===== config.mk =====
export PLATFORM = sky130hd
export DESIGN_NAME = viterbi_path_metric_addsub
export DESIGN_NICKNAME = d
export VERILOG_FILES = /design/src/common/viterbi_pm_pkg.sv /design/src/design/path_metric_unit.sv /design/src/design/viterbi_path_metric_addsub.sv
export VERILOG_INCLUDE_DIRS = /design/src /design/src/common
export SDC_FILE = /design/constraint.sdc
export NUM_CORES = 1
export LEC_CHECK = 0
export ABC_AREA = 1
export BUFFER_PORTS_ARGS = -buffer_cell sky130_fd_sc_hd__buf_2
export CAP_MARGIN = 10
export CORE_AREA = 2 2 141 143
export DETAILED_ROUTE_END_ITERATION = 7
export DIE_AREA = 0 0 143 145
export PLACE_DENSITY = 0.83
export SYNTH_ARGS = -nofsm -noshare
export SYNTH_HDL_FRONTEND = slang
export SYNTH_SLANG_ARGS = --single-unit

===== constraint.sdc =====
create_clock -name SYS_CLK -period 6.5 [get_ports SYS_CLK]
set_input_delay 1.3 -clock SYS_CLK [delete_from_list [all_inputs] [get_ports SYS_CLK]]
set_output_delay 1.3 -clock SYS_CLK [all_outputs]
set_load 0.005 [all_outputs]

===== src/common/viterbi_pm_regs.svh =====
// Opcode values, field positions and reset values for the path-metric unit
`ifndef VITERBI_PM_REGS_SVH
`define VITERBI_PM_REGS_SVH
// Function
// (RL1) Low sub/add: minus, plus, plus, minus
// (RL2) Low add/sub: plus, minus, minus, plus
// (RL3) Opcode E5F uses low branch metric, sub/add
// (RL4) High sub/add with store uses high metric
// (RL5) Parallel store writes whole store register
// (RL6) Low add/sub with store computes and stores
// (RL7) Pipeline picks store register five to eight
// (RL8) Pipeline names branch register zero or one
// (RL9) All arithmetic is 16-bit two's complement
// (RL10) No status flag ever changes
// (RL11) Every instruction completes in one cycle
// (RL12) State metrics sit low and high halves
// (RL13) Metrics 0,1 to dest A; 2,3 to B
// (RL14) Second word: store, branch, address byte
// (RL15) Overflow wraps silently modulo 2^16

// ------------------------------------------------------------
// Single-word opcodes, upper twelve bits
// ------------------------------------------------------------
`define OP_LOW_SUB_ADD 12'hE5E
`define OP_LOW_ADD_SUB 12'hE53
`define OP_LOW_SUB_ADD_ALT 12'hE5F
`define OP_HIGH_ADD_SUB 12'hE57
// ------------------------------------------------------------
// Parallel-store opcodes, full first word
// ------------------------------------------------------------
`define OP_PAR_LOW_ADD_SUB 16'hE208
`define OP_PAR_HIGH_ADD_SUB 16'hE209
`define OP_PAR_LOW_SUB_ADD 16'hE20A
`define OP_PAR_HIGH_SUB_ADD 16'hE20B
// ------------------------------------------------------------
// Field positions
// ------------------------------------------------------------
`define SHORT_BM_FIELD_LSB 0
`define PAR_STORE_FIELD_LSB 12
`define PAR_BM_FIELD_LSB 8
`define PAR_ADDR_FIELD_LSB 0
`define STORE_REG_FIRST 4'h5
`define STORE_REG_LAST 4'h8
`define BM_REG_LAST 4'h1
// ------------------------------------------------------------
// Reset values
// ------------------------------------------------------------
`define RESET_WORD 32'h0000_0000
`define RESET_BYTE 8'h00
`endif


===== src/common/viterbi_pm_pkg.sv =====
// Types shared by the path-metric datapath
package viterbi_pm_pkg;
   typedef logic [15:0] metric_t;
   typedef logic [31:0] vreg_t;
   typedef logic [3:0] reg_field_t;
   typedef logic [7:0] addr_byte_t;
endpackage


===== src/design/path_metric_unit.sv =====
// Four-way add/subtract of one branch metric against two state metrics
`timescale 1ns/1ps
module path_metric_unit (
   input wire viterbi_pm_pkg::metric_t sm0,
   input wire viterbi_pm_pkg::metric_t sm1,
   input wire viterbi_pm_pkg::metric_t bm,
   input wire logic sub_first,
   output viterbi_pm_pkg::metric_t pm0,
   output viterbi_pm_pkg::metric_t pm1,
   output viterbi_pm_pkg::metric_t pm2,
   output viterbi_pm_pkg::metric_t pm3
);
   import viterbi_pm_pkg::*;

   // Plain 16-bit sums: carries out are dropped, so results wrap
   wire metric_t s0_plus = sm0 + bm; // [RL9] [RL15]
   wire metric_t s0_minus = sm0 - bm; // [RL9] [RL15]
   wire metric_t s1_plus = sm1 + bm; // [RL9] [RL15]
   wire metric_t s1_minus = sm1 - bm; // [RL9] [RL15]

   assign pm0 = sub_first ? s0_minus : s0_plus; // [RL1] [RL2]
   assign pm1 = sub_first ? s1_plus : s1_minus; // [RL1] [RL2]
   assign pm2 = sub_first ? s0_plus : s0_minus; // [RL1] [RL2]
   assign pm3 = sub_first ? s1_minus : s1_plus; // [RL1] [RL2]
endmodule


===== src/design/viterbi_path_metric_addsub.sv =====
// Viterbi butterfly path-metric datapath with optional parallel store
`timescale 1ns/1ps
`include "viterbi_pm_regs.svh"
module viterbi_path_metric_addsub (
   input wire logic SYS_CLK,
   input wire logic RST_N,
   input wire logic ISSUE_VALID,
   input wire logic [15:0] OPCODE_LSW,
   input wire logic [15:0] OPCODE_MSW,
   input wire viterbi_pm_pkg::vreg_t STATE_METRIC_REG,
   input wire viterbi_pm_pkg::vreg_t BRANCH_REG_0,
   input wire viterbi_pm_pkg::vreg_t BRANCH_REG_1,
   input wire viterbi_pm_pkg::vreg_t STORE_REG_5,
   input wire viterbi_pm_pkg::vreg_t STORE_REG_6,
   input wire viterbi_pm_pkg::vreg_t STORE_REG_7,
   input wire viterbi_pm_pkg::vreg_t STORE_REG_8,
   output logic DEST_WE,
   output viterbi_pm_pkg::vreg_t PATH_METRIC_DEST_A,
   output viterbi_pm_pkg::vreg_t PATH_METRIC_DEST_B,
   output logic MEM_STORE_WE,
   output viterbi_pm_pkg::addr_byte_t MEM_ADDR_BYTE,
   output viterbi_pm_pkg::vreg_t MEM_STORE_DATA,
   output logic STATUS_WE,
   output logic OPERAND_ERROR
);
   import viterbi_pm_pkg::*;

   // ------------------------------------------------------------
   // Reset release
   // ------------------------------------------------------------
   logic rst_meta_q;
   logic rst_n;
   always_ff @(posedge SYS_CLK or negedge RST_N) begin
      if (!RST_N) begin
         rst_meta_q <= 1'b0;
         rst_n <= 1'b0;
      end else begin
         rst_meta_q <= 1'b1;
         rst_n <= rst_meta_q;
      end
   end

   // ------------------------------------------------------------
   // Helpers
   // ------------------------------------------------------------
   function automatic metric_t pick_half(input vreg_t word, input logic hi);
      pick_half = hi ? word[31:16] : word[15:0];
   endfunction

   function automatic logic in_range(input reg_field_t f,
                                     input reg_field_t lo,
                                     input reg_field_t hi);
      in_range = (f >= lo) && (f <= hi);
   endfunction

   // ------------------------------------------------------------
   // Decode
   // ------------------------------------------------------------
   wire [11:0] op_top = OPCODE_LSW[15:4];
   wire is_lsa = (op_top == `OP_LOW_SUB_ADD); // [RL1]
   wire is_las = (op_top == `OP_LOW_ADD_SUB); // [RL2]
   wire is_lsa_alt = (op_top == `OP_LOW_SUB_ADD_ALT); // [RL3]
   wire is_has = (op_top == `OP_HIGH_ADD_SUB);
   wire is_p_las = (OPCODE_LSW == `OP_PAR_LOW_ADD_SUB); // [RL6]
   wire is_p_has = (OPCODE_LSW == `OP_PAR_HIGH_ADD_SUB);
   wire is_p_lsa = (OPCODE_LSW == `OP_PAR_LOW_SUB_ADD);
   wire is_p_hsa = (OPCODE_LSW == `OP_PAR_HIGH_SUB_ADD); // [RL4]
   wire is_short = is_lsa | is_las | is_lsa_alt | is_has;
   wire is_par = is_p_las | is_p_has | is_p_lsa | is_p_hsa;
   wire sub_first = is_lsa | is_lsa_alt | is_p_lsa | is_p_hsa;
   // Only the high forms take the upper half of the branch register
   wire use_high = is_has | is_p_has | is_p_hsa; // [RL3] [RL4]

   // Second word: store field, branch field, address byte
   wire reg_field_t store_field =
      OPCODE_MSW[`PAR_STORE_FIELD_LSB +: 4]; // [RL14]
   wire reg_field_t bm_field = is_par ?
      OPCODE_MSW[`PAR_BM_FIELD_LSB +: 4] : // [RL14]
      OPCODE_LSW[`SHORT_BM_FIELD_LSB +: 4];
   wire addr_byte_t addr_field =
      OPCODE_MSW[`PAR_ADDR_FIELD_LSB +: 8]; // [RL14]

   // A bad field is refused rather than read from a wrong register
   wire bm_ok = in_range(bm_field, 4'h0, `BM_REG_LAST); // [RL8]
   wire st_ok = in_range(store_field, `STORE_REG_FIRST,
                         `STORE_REG_LAST); // [RL7]
   wire known = ISSUE_VALID & (is_short | is_par);
   wire fields_ok = bm_ok & (~is_par | st_ok);
   wire exec = known & fields_ok;
   wire do_store = exec & is_par; // [RL5]
   wire bad_fields = known & ~fields_ok;

   // ------------------------------------------------------------
   // Operand selection
   // ------------------------------------------------------------
   wire vreg_t bm_reg = bm_field[0] ? BRANCH_REG_1 : BRANCH_REG_0;
   wire metric_t bm = pick_half(bm_reg, use_high);
   wire metric_t sm0 = pick_half(STATE_METRIC_REG, 1'b0); // [RL12]
   wire metric_t sm1 = pick_half(STATE_METRIC_REG, 1'b1); // [RL12]
   wire [1:0] store_idx = 2'(store_field - `STORE_REG_FIRST);
   wire vreg_t store_word =
      (store_idx == 2'h0) ? STORE_REG_5 :
      (store_idx == 2'h1) ? STORE_REG_6 :
      (store_idx == 2'h2) ? STORE_REG_7 : STORE_REG_8; // [RL5]

   metric_t pm0;
   metric_t pm1;
   metric_t pm2;
   metric_t pm3;
   path_metric_unit u_pm (
      .sm0(sm0),
      .sm1(sm1),
      .bm(bm),
      .sub_first(sub_first),
      .pm0(pm0),
      .pm1(pm1),
      .pm2(pm2),
      .pm3(pm3)
   );

   // ------------------------------------------------------------
   // Result registers
   // ------------------------------------------------------------
   // Results land on the edge that takes the instruction, so the
   // next instruction already sees them
   wire vreg_t dest_a_d = {pm1, pm0}; // [RL13]
   wire vreg_t dest_b_d = {pm3, pm2}; // [RL13]

   always_ff @(posedge SYS_CLK or negedge rst_n) begin
      if (!rst_n) begin
         DEST_WE <= 1'b0;
         PATH_METRIC_DEST_A <= `RESET_WORD;
         PATH_METRIC_DEST_B <= `RESET_WORD;
      end else begin
         DEST_WE <= exec; // [RL11]
         if (exec) begin
            PATH_METRIC_DEST_A <= dest_a_d; // [RL11]
            PATH_METRIC_DEST_B <= dest_b_d;
         end
      end
   end

   always_ff @(posedge SYS_CLK or negedge rst_n) begin
      if (!rst_n) begin
         MEM_STORE_WE <= 1'b0;
         MEM_ADDR_BYTE <= `RESET_BYTE;
         MEM_STORE_DATA <= `RESET_WORD;
      end else begin
         MEM_STORE_WE <= do_store; // [RL5] [RL11]
         if (do_store) begin
            MEM_ADDR_BYTE <= addr_field;
            MEM_STORE_DATA <= store_word; // [RL5]
         end
      end
   end

   // Status is never written, not even on a wrapped result
   always_ff @(posedge SYS_CLK or negedge rst_n) begin
      if (!rst_n) begin
         STATUS_WE <= 1'b0;
         OPERAND_ERROR <= 1'b0;
      end else begin
         STATUS_WE <= 1'b0; // [RL10] [RL15]
         OPERAND_ERROR <= bad_fields;
      end
   end

   // ------------------------------------------------------------
   // Checks
   // ------------------------------------------------------------
   lsa_metrics_a: assert property ( // [RL1]
      @(posedge SYS_CLK) disable iff (!rst_n)
      exec && is_lsa |=> PATH_METRIC_DEST_A ==
         {16'($past(sm1) + $past(bm)), 16'($past(sm0) - $past(bm))})
      else $error("low sub/add dest A wrong");

   las_metrics_a: assert property ( // [RL2]
      @(posedge SYS_CLK) disable iff (!rst_n)
      exec && (is_las || is_p_las) |=> PATH_METRIC_DEST_B ==
         {16'($past(sm1) + $past(bm)), 16'($past(sm0) - $past(bm))})
      else $error("low add/sub dest B wrong");

   alt_low_half_a: assert property ( // [RL3]
      @(posedge SYS_CLK) disable iff (!rst_n)
      exec && is_lsa_alt |-> bm == bm_reg[15:0] && sub_first)
      else $error("alternate low opcode uses wrong metric");

   high_store_a: assert property ( // [RL4]
      @(posedge SYS_CLK) disable iff (!rst_n)
      exec && is_p_hsa |=> PATH_METRIC_DEST_A[15:0] ==
         16'($past(STATE_METRIC_REG[15:0]) - $past(bm_reg[31:16]))
         && MEM_STORE_WE)
      else $error("high sub/add with store wrong");

   store_data_a: assert property ( // [RL5]
      @(posedge SYS_CLK) disable iff (!rst_n)
      MEM_STORE_WE |-> $past(do_store) &&
         MEM_STORE_DATA == $past(store_word) &&
         MEM_ADDR_BYTE == $past(OPCODE_MSW[7:0]))
      else $error("parallel store data or address wrong");

   single_cycle_a: assert property ( // [RL11]
      @(posedge SYS_CLK) disable iff (!rst_n)
      $rose(ISSUE_VALID && exec) |=> DEST_WE ##1
         (DEST_WE == $past(exec)))
      else $error("result not written in one cycle");

   no_status_a: assert property ( // [RL10]
      @(posedge SYS_CLK) disable iff (!rst_n)
      exec |=> !STATUS_WE)
      else $error("status written by path metric op");

   dest_halves_a: assert property ( // [RL13]
      @(posedge SYS_CLK) disable iff (!rst_n)
      exec |=> PATH_METRIC_DEST_A[31:16] == $past(pm1) &&
         PATH_METRIC_DEST_B[15:0] == $past(pm2))
      else $error("path metrics in wrong halves");

   bad_field_a: assert property ( // [RL7] [RL8]
      @(posedge SYS_CLK) disable iff (!rst_n)
      bad_fields |=> OPERAND_ERROR && !DEST_WE && !MEM_STORE_WE)
      else $error("bad register field not refused");
endmodule


# Word level (Yosys, flattened, before mapping)
# Cells that the tools add are included.
[totals] wordCells=61 out_inout_bits=108 register_bits=109 inputBits=259
[op_classes] bitwise_logic=20 order_cmp=4 reduce_logical=3 n_mux=10 addsub=5 eq_ne=10
[op_table] operator="$mux 32" count=4
[op_table] operator="$mux 16" count=5
[op_table] operator="$eq 16x16->1 const B" count=4
[op_table] operator="$eq 12x12->1 const B" count=4
[op_table] operator="$add 16x16->16" count=2
[op_table] operator="$sub 16x16->16" count=2
[op_table] operator="$or 1x1->1" count=13
[op_table] operator="$and 1x1->1" count=5
[op_table] operator="$ge 4x1->1 const B" count=1
[op_table] operator="$ge 4x3->1 const B" count=1
[op_table] operator="$le 4x1->1 const B" count=1
[op_table] operator="$le 4x4->1 const B" count=1
[op_table] operator="$mux 4" count=1
[op_table] operator="$eq 2x1->1 const B" count=1
[op_table] operator="$eq 2x2->1 const B" count=1
[op_table] operator="$logic_and 1x1->1" count=2
[op_table] operator="$logic_not 2->1" count=1
[op_table] operator="$not 1->1" count=2
[op_table] operator="$sub 2x1->2 const B" count=1

# Depth between registers and ports, before layout
# Gate-level depths: netlist of run 1.
[depth] word_depth=10 mapped_depth=26 depth_no_buf=24

# Modules after synthesis
# Synthesis of run 1 repeated with hierarchy kept, for this count alone.
[unflattened] cells_unflattened=1855 area_unflattened_um2=10973.0
[modules_own_cells] mod="viterbi_path_metric_addsub" cells_per_inst=986 n_inst=1 seq_area_each_um2=2727.6 area_per_inst_um2=6561.3
[modules_own_cells] mod="path_metric_unit" cells_per_inst=869 n_inst=1 seq_area_each_um2=0.0 area_per_inst_um2=4411.7

# Least setup slack after synthesis of run 1
# Ideal clock, no wire load.
[synth_timing] path_kind="input to register" from="in OPCODE_LSW[13]" to="reg PATH_METRIC_DEST_A[30]" path_buffers=1 t_arrival_ns=4.152 setup_ns=0.065 required_time_ns=6.435 setup_slack_ns=2.283 stages=24 cell_sequence="inv_1 nor2_1 nand2_2 nor2_4 nand2_4 nand2_4 nand2_4 inv_2 buf_2 o21ai_0 o22ai_1 ha_1 inv_1 fa_1 nand2_1 nand2_1 nand2_1 nand2_1 nand3_1 o211ai_1 or2_2 nand3_1 nand3_1 nand2_1"
[synth_via] elab_chain_len=9 word_cells_on_any_way=34 classes_between="add/sub: 2; order compare: 2; eq/ne: 8; mux: 4; bitwise: 17; reduce/logical: 1"
[synth_lines] element="start: declaration" line_no="viterbi_path_metric_addsub.sv:8" rtl="input wire logic [15:0] OPCODE_LSW,"
[synth_lines] element="$eq 16x16->1 (no line)"
[synth_lines] element="$or 1x1->1 (3 in a row)" line_no="viterbi_path_metric_addsub.sv:69" rtl="wire is_par = is_p_las | is_p_has | is_p_lsa | is_p_hsa;"
[synth_lines] element="$mux 4" line_no="viterbi_path_metric_addsub.sv:77" rtl="wire reg_field_t bm_field = is_par ?"
[synth_lines] element="$mux 32 (tied with other cells)" line_no="viterbi_path_metric_addsub.sv:96" rtl="wire vreg_t bm_reg = bm_field[0] ? BRANCH_REG_1 : BRANCH_REG_0;"
[synth_lines] element="$mux 16 or $logic_and 1x1->1 (tied branches)" line_no="viterbi_path_metric_addsub.sv:47, viterbi_path_metric_addsub.sv:53"
[synth_lines] element="$sub 16x16->16 (tied with other cells)" line_no="path_metric_unit.sv:19" rtl="wire metric_t s1_minus = sm1 - bm;"
[synth_lines] element="$mux 16 or $and 1x1->1 (tied branches)" line_no="path_metric_unit.sv:22, viterbi_path_metric_addsub.sv:89"
[synth_lines] element="end signal: assignment" line_no="viterbi_path_metric_addsub.sv:132" rtl="PATH_METRIC_DEST_A <= `RESET_WORD;"
[synth_lines] element="end signal: assignment" line_no="viterbi_path_metric_addsub.sv:137" rtl="PATH_METRIC_DEST_A <= dest_a_d;"
[synth_lines] element="end: declaration" line_no="viterbi_path_metric_addsub.sv:18" rtl="output viterbi_pm_pkg::vreg_t PATH_METRIC_DEST_A,"
# Parallel ways exist; a longest one is shown, timed or not.
# A chain may end at the register's enable or synchronous reset.

# Worst setup path after layout of run 1
[layout_timing] from="in OPCODE_LSW[7]" to="reg PATH_METRIC_DEST_A[30]"
# Same word-level chain as after synthesis.

==> results of run 1 <==
[power by group through the flow]
stage | Clock [uW] | Combinational (uW) | Sequential (uW)
finish | 634 | 673 | 675
global route | 669 | 751 | 676
floorplan | 0 | 440 | 691
global placement | 0 | 652 | 688
detailed placement | 0 | 658 | 688
CTS | 643 | 662 | 675
[critical path, cell delays in order]
cell and delay (ps):
buf_2 120, nor2_1 130, nand2_1 80, nor2_2 230, nand2_4 160, nand2_4 120
nand2_4 190, inv_2 410, o21ai_0 170, o22ai_1 580, ha_1 270, inv_1 70
fa_1 460, nand2_1 100, nand2_1 90, nand2_1 80, nand2_1 120, nand3_1 140
o211ai_1 130, or2_2 320, nand3_1 70, nand3_1 90, nand2_1 80
[through the flow]
| stage | power (uW) | hold slack [ps] | area [sq um] | instances | setup WS, ps |
|---|---|---|---|---|---|
| final | 1980 | 366 | 12000 | 2069 | 1260 |
| after detailed placement | 1350 | 362 | 11600 | 2051 | 948 |
| after global routing | 2100 | 383 | 12000 | 2067 | 889 |
| after global placement | 1340 | 336 | 11600 | 2051 | 1070 |
| after floorplan | 1130 | 331 | 9860 | 1490 | 2280 |
| after CTS | 1980 | 379 | 12000 | 2067 | 1330 |
[layout by cell type, fill, tap and decap left out, drive strengths merged, types with 10 or more instances in the layout]
cell type	n
ha	66
clkbuf	10
o21ai	124
buf	369
a31oi	20
xor2	28
or2	17
nand4	14
nand2	379
inv	191
nor2	138
dfrtp	107
a21oi	52
nand3	182
nor3	16
o22ai	33
[kinds of logic (layout without fill, tap and decap cells)]
logic type | count (synthesis) | count (layout) | synth area share
AOI/OAI and AO/OA | 262 | 262 | 0.156
xor gates and xnor gates | 34 | 34 | 0.0302
adders and majority gates | 70 | 70 | 0.0919
buffers and inverters | 261 | 573 | 0.113
DFF | 107 | 107 | 0.272
other | 2 | 4 | 0.000762
and+or+nand+nor | 754 | 754 | 0.336
[layer usage]
metal / track usage / up-vias / wire length (um)
met5: 0 / - / 0
met4: 0.104 / 0 / 1000
met3: 0.0611 / 64 / 2820
met2: 0.522 / 519 / 15500
met1: 0.461 / 5111 / 15500
li1: - / 5491 / -
[final timing paths]
kind	slack, ps	end
min in group SYS_CLK	380	rst_n
worst min register to register	370	MEM_ADDR_BYTE[7]
worst min-delay path	370	MEM_ADDR_BYTE[7]
max in group asynchronous	4870	MEM_STORE_DATA[14]
worst max-delay path	1260	PATH_METRIC_DEST_A[30]
worst max register to register	4870	MEM_STORE_DATA[14]
[state kept, by name (all words and copies together) (netlist names)]
register and flops:
OPERAND_ERROR 1, rst_n 1, MEM_ADDR_BYTE 8, rst_meta_q 1, PATH_METRIC_DEST_B 30, MEM_STORE_WE 1
DEST_WE 1, PATH_METRIC_DEST_A 32, MEM_STORE_DATA 32
[final cells by class]
type,count,share of cell area
clock buffer,10,0.0191
timing repair buffer,369,0.155
tap,265,0.0277
antenna,2,0.000418
sequential,107,0.224
clock inverter,6,0.00898
inverter,188,0.0589
multi-input combinational,1122,0.506
==> reports/metrics.yaml, run 1 <==
detailed_routing:
  remaining_drc_errors: 0
  drt-pass1-iter-count: 5
  wl_per_cell_um: 16.9
  wirelength_mm: 34.9
  viasPerCell: 5.41
  initialDrtViolationCount: 833
  antenna_left: 0
  num_vias: 11200
cells_and_area:
  utilization: 0.624
  seqCellArea_sq_um: 2680
  fill_cells: 1859
  final_nets: 2126
  multi_input_area_sq_um: 6060
  areaGrowthSynthToFinish_pct: 21.5
  drive_gt1_frac: 0.244
clock_tree:
  clock-root-buffer: "clkbuf_16"
  clk_pin_slew_ps: 80
  cts_sinks: 107
  ctsHoldBuffers: 0
  clk_latency_ps: 360
  cts_setup_buffers: 0
  cts_made_buffers: 9
  cts_tree: "done"
  cts_htree_levels: 3
  clockBufferDepth: 2
  postCtsResizedCells: 0
global_route:
  grt_max_degree: 73
  grt_overflow_total: 0
  grtUsageTotal: 0.332
  grt_pass1_wl_mm: 54.6
  antenna_found_initial: 1
  grt_pass1_vias: 10500
pwr:
  p_comb_frac: 0.340
  switching_share: 0.363
  ir_worst_vdd_v: 0.000118
  clkPwrFrac: 0.320
  intPower_uw: 1260
  pwr-share-seq: 0.341
  switching_power_uw: 719
  power.leakage_uw: 0.00698
  p_per_area_nw_per_um2: 165
worst_setup_path:
  reg2regPathDepth: 1
  crit_start: "OPCODE_LSW[7]"
  worstSetupEndpointType: "flip-flop"
  worstPathArrival_ps: 5540
  critical_path_class: "in2reg"
  worst-path-max-fanout: 35
  required_ps: 6800
  r2r-start: "rst_n"
  cp-start-kind: "primary input"
logic_synthesis:
  synth_area_per_cell_sq_um: 6.62
  ys.flop_type: "dfrtp_1"
  synthArstFlopShare: 1.00
  syn-num-nets: 1819
  netlist_instances: 1490
  synth-edff-count: 0
  yosysMostFrequentCell: "nand2_1"
  ys_types: 47
  ys_top_cells_by_area: "dfrtp_1 27%, nand2_1 14%, nand3_1 8.9%"
  synth_common_cells: "371 x nand2_1, 179 x inv_1, 176 x nand3_1"
  ys_seq_area_frac: 0.272
  yosysWarningCount: 0
  synth_area_sq_um: 9860
  synth_top_area_cell: "dfrtp_1"
  synth_seq_cells: 107
  synth_top_cell_area_share: 0.272
run:
  maxCapViolCount: 0
sta:
  fin_worst_skew_ps: 8.48
  period_share: 0.807
  rsz0062_at_grt: "no"
  setup_violations: 0
  tns_ps: 0
  hold_violations: 0
  drv_slew: 0
  relSlewSlack: 0.321
  fmax_ghz: 0.191
  period_needed_ps: 5240
  tightest_slew_ps: 1020
placement:
  hpwl_mm: 27.8
  io_buffers: 365
  place_congestion: 0.959
worst_hold_path:
  hold_path.class: "reg2async"
die:
  pin_count: 367
  start_util: 0.513
  dieArea_sq_um: 20700
  die_w_um: 143
  die_y_um: 145
  fp-row-count: 51
  core_sq_um: 19200
status:
  status: "complete, no violations"
Note: power is estimated with default switching activity, not from simulation.
==> inputs of run 2 (changes only) <==
--- a/config.mk
+++ b/config.mk
@@ -9,10 +9,10 @@
 export ABC_AREA = 1
 export BUFFER_PORTS_ARGS = -buffer_cell sky130_fd_sc_hd__buf_2
 export CAP_MARGIN = 10
-export CORE_AREA = 2 2 141 143
+export CORE_MARGIN = 2
+export CORE_UTILIZATION = 51
 export DETAILED_ROUTE_END_ITERATION = 7
-export DIE_AREA = 0 0 143 145
-export PLACE_DENSITY = 0.83
+export PLACE_DENSITY = 0.82
 export SYNTH_ARGS = -nofsm -noshare
 export SYNTH_HDL_FRONTEND = slang
 export SYNTH_SLANG_ARGS = --single-unit
==> constraint.sdc (replaced) <==
create_clock -name SYS_CLK -period 4.97 [get_ports SYS_CLK]
set_input_delay 0.994 -clock SYS_CLK [delete_from_list [all_inputs] [get_ports SYS_CLK]]
set_output_delay 0.994 -clock SYS_CLK [all_outputs]
set_load 0.005 [all_outputs]
==> reports/metrics.yaml, run 2 (synthesized netlist as in run 1, its figures left out) <==
worst_setup_path:
  crit_family: "simple AND/OR/NAND/NOR gates"
  cp_slowest_cell: "o22ai_1"
  r2r_end: "PATH_METRIC_DEST_A[31]"
  critical_path_class: "in2reg"
  r2r_slack_ps: 3410
  reg2regPathDepth: 1
  path_buf_inv: 4
  worst-path-max-fanout: 20
  worstSetupEndpointType: "flip-flop"
  cp-start-kind: "primary input"
  critPathCapture: "PATH_METRIC_DEST_A[14]"
  critPathMostFrequentCell: "nand3_1"
  required_ps: 5230
  crit_path_max_incr_delay_ps: 610
  worstPathArrival_ps: 4680
  r2r-start: "rst_n"
  crit_start: "OPCODE_LSW[6]"
  path_depth: 23
  crit_chain: "buf_2 -> nor2_1 -> nand2_1 -> nor2_2 -> nand3_2 -> nand2_4 -> buf_4 -> nor2_1 -> o22ai_1 -> ha_1 -> inv_1 -> fa_1 -> inv_1 -> nand3_1 -> nand2_1 -> nand3_1 -> nand2_1 -> nand3_1 -> nand4_1 -> or2_2 -> nand3_1 -> nand3_1 -> nand2_1"
clock_tree:
  ctsHoldBuffers: 0
  clk_pin_slew_ps: 80
  clock-root-buffer: "clkbuf_16"
  postCtsResizedCells: 0
  clk_latency_ps: 370
  clockBufferDepth: 2
  cts_tree: "done"
  cts_made_buffers: 9
  cts_setup_buffers: 0
  cts_sinks: 107
  cts_htree_levels: 3
global_route:
  grt_pass1_wl_mm: 54.2
  grtUsageMet1: 0.454
  antenna_found_initial: 2
  grt_overflow_total: 0
  grt_max_degree: 73
  grt.met3_usage: 0.0969
  grtUsageTotal: 0.339
  busiest_layer: "met2"
  met2_usage: 0.508
  grt_pass1_vias: 10400
detailed_routing:
  antenna_left: 0
  num_vias: 11200
  initialDrtViolationCount: 805
  wirelength_mm: 34.8
  wl_per_cell_um: 16.7
  remaining_drc_errors: 0
  drt-pass1-iter-count: 6
  viasPerCell: 5.38
placement:
  io_buffers: 365
  place_congestion: 1.05
  hpwl_mm: 28.1
sta:
  fin_worst_skew_ps: 17.8
  tightest_slew_ps: 1030
  period_share: 0.891
  fmax_ghz: 0.226
  period_needed_ps: 4430
  drv_slew: 0
  relSlewSlack: 0.315
  tns_ps: 0
  setup_violations: 0
  hold_violations: 0
  rsz0062_at_grt: "no"
worst_hold_path:
  hold_path.class: "reg2async"
pwr:
  p_per_area_nw_per_um2: 209
  power.leakage_uw: 0.00702
  ir_worst_vdd_v: 0.000167
die:
  fp-row-count: 50
  dieArea_sq_um: 20500
  core_sq_um: 18800
  die_w_um: 143
  start_util: 0.523
  die_y_um: 143
  pin_count: 367
cells_and_area:
  layout_commonest_cell: "nand2_1"
  final_nets: 2138
  reg_top3: "MEM_STORE_DATA (32), PATH_METRIC_DEST_A (32), PATH_METRIC_DEST_B (30)"
  fill_cells: 1763
  final_cell_mix: "370 x nand2_1, 365 x buf_2, 179 x inv_1"
  drive_gt1_frac: 0.250
  areaGrowthSynthToFinish_pct: 22.0
  utilization: 0.638
run:
  maxCapViolCount: 0
status:
  status: "complete, no violations"
-- run 2: cell types whose count changed in the layout (fill, tap and decap cells not counted) --
cell / previous run / this run
inv_6: 1 / 2
clkinvlp_4: 0 / 1
diode_2: 2 / 1
clkinv_2: 0 / 1
clkbuf_8: 0 / 1
bufinv_16: 2 / 0
inv_8: 2 / 1
clkbuf_1: 1 / 0
buf_4: 4 / 16
-- run 2: per-layer routing --
layer | wire (um) | vias to the layer above
met5 | 82 | -
met4 | 1310 | 4
met3 | 3650 | 73
met2 | 14900 | 546
met1 | 14800 | 5034
li1 | - | 5502
-- run 2: stage by stage --
step	cells	cell area, sq um	worst slack, ps	hold WS, ps	total power (uW)
after floorplan	1490	9860	1060	331	1480
after global placement	2058	11700	274	335	1770
after detailed placement	2058	11700	239	340	1780
after CTS	2074	12000	605	349	2520
after global routing	2075	12000	71.3	369	2670
final	2075	12000	544	316	2520
-- run 2: worst min-delay path by stage --
stage	to	slack [ps]	depth (start not counted)
final	PATH_METRIC_DEST_A[1]	320	0
after global routing	rst_n	370	0
after CTS	PATH_METRIC_DEST_A[19]	350	0
after detailed placement	PATH_METRIC_DEST_A[0]	340	0
after global placement	PATH_METRIC_DEST_A[1]	330	0
after floorplan	rst_n	330	0
-- run 2: power breakdown --
group          leakage, uW  switching, uW  internal, uW
logic              0.00539            568           331
registers          0.00149           7.98           873
clock network     0.000144            372           366
-- run 2: cell type report --
class                      instances  area [sq um]  share of cell area
clock inverter                     6          57.6             0.00479
timing repair buffer             381          1950               0.162
tap                              260           325              0.0271
antenna                            1          2.50            0.000208
clock buffer                      10           239              0.0199
multi-input combinational       1122          6060               0.504
inverter                         188           706              0.0587
sequential                       107          2680               0.223
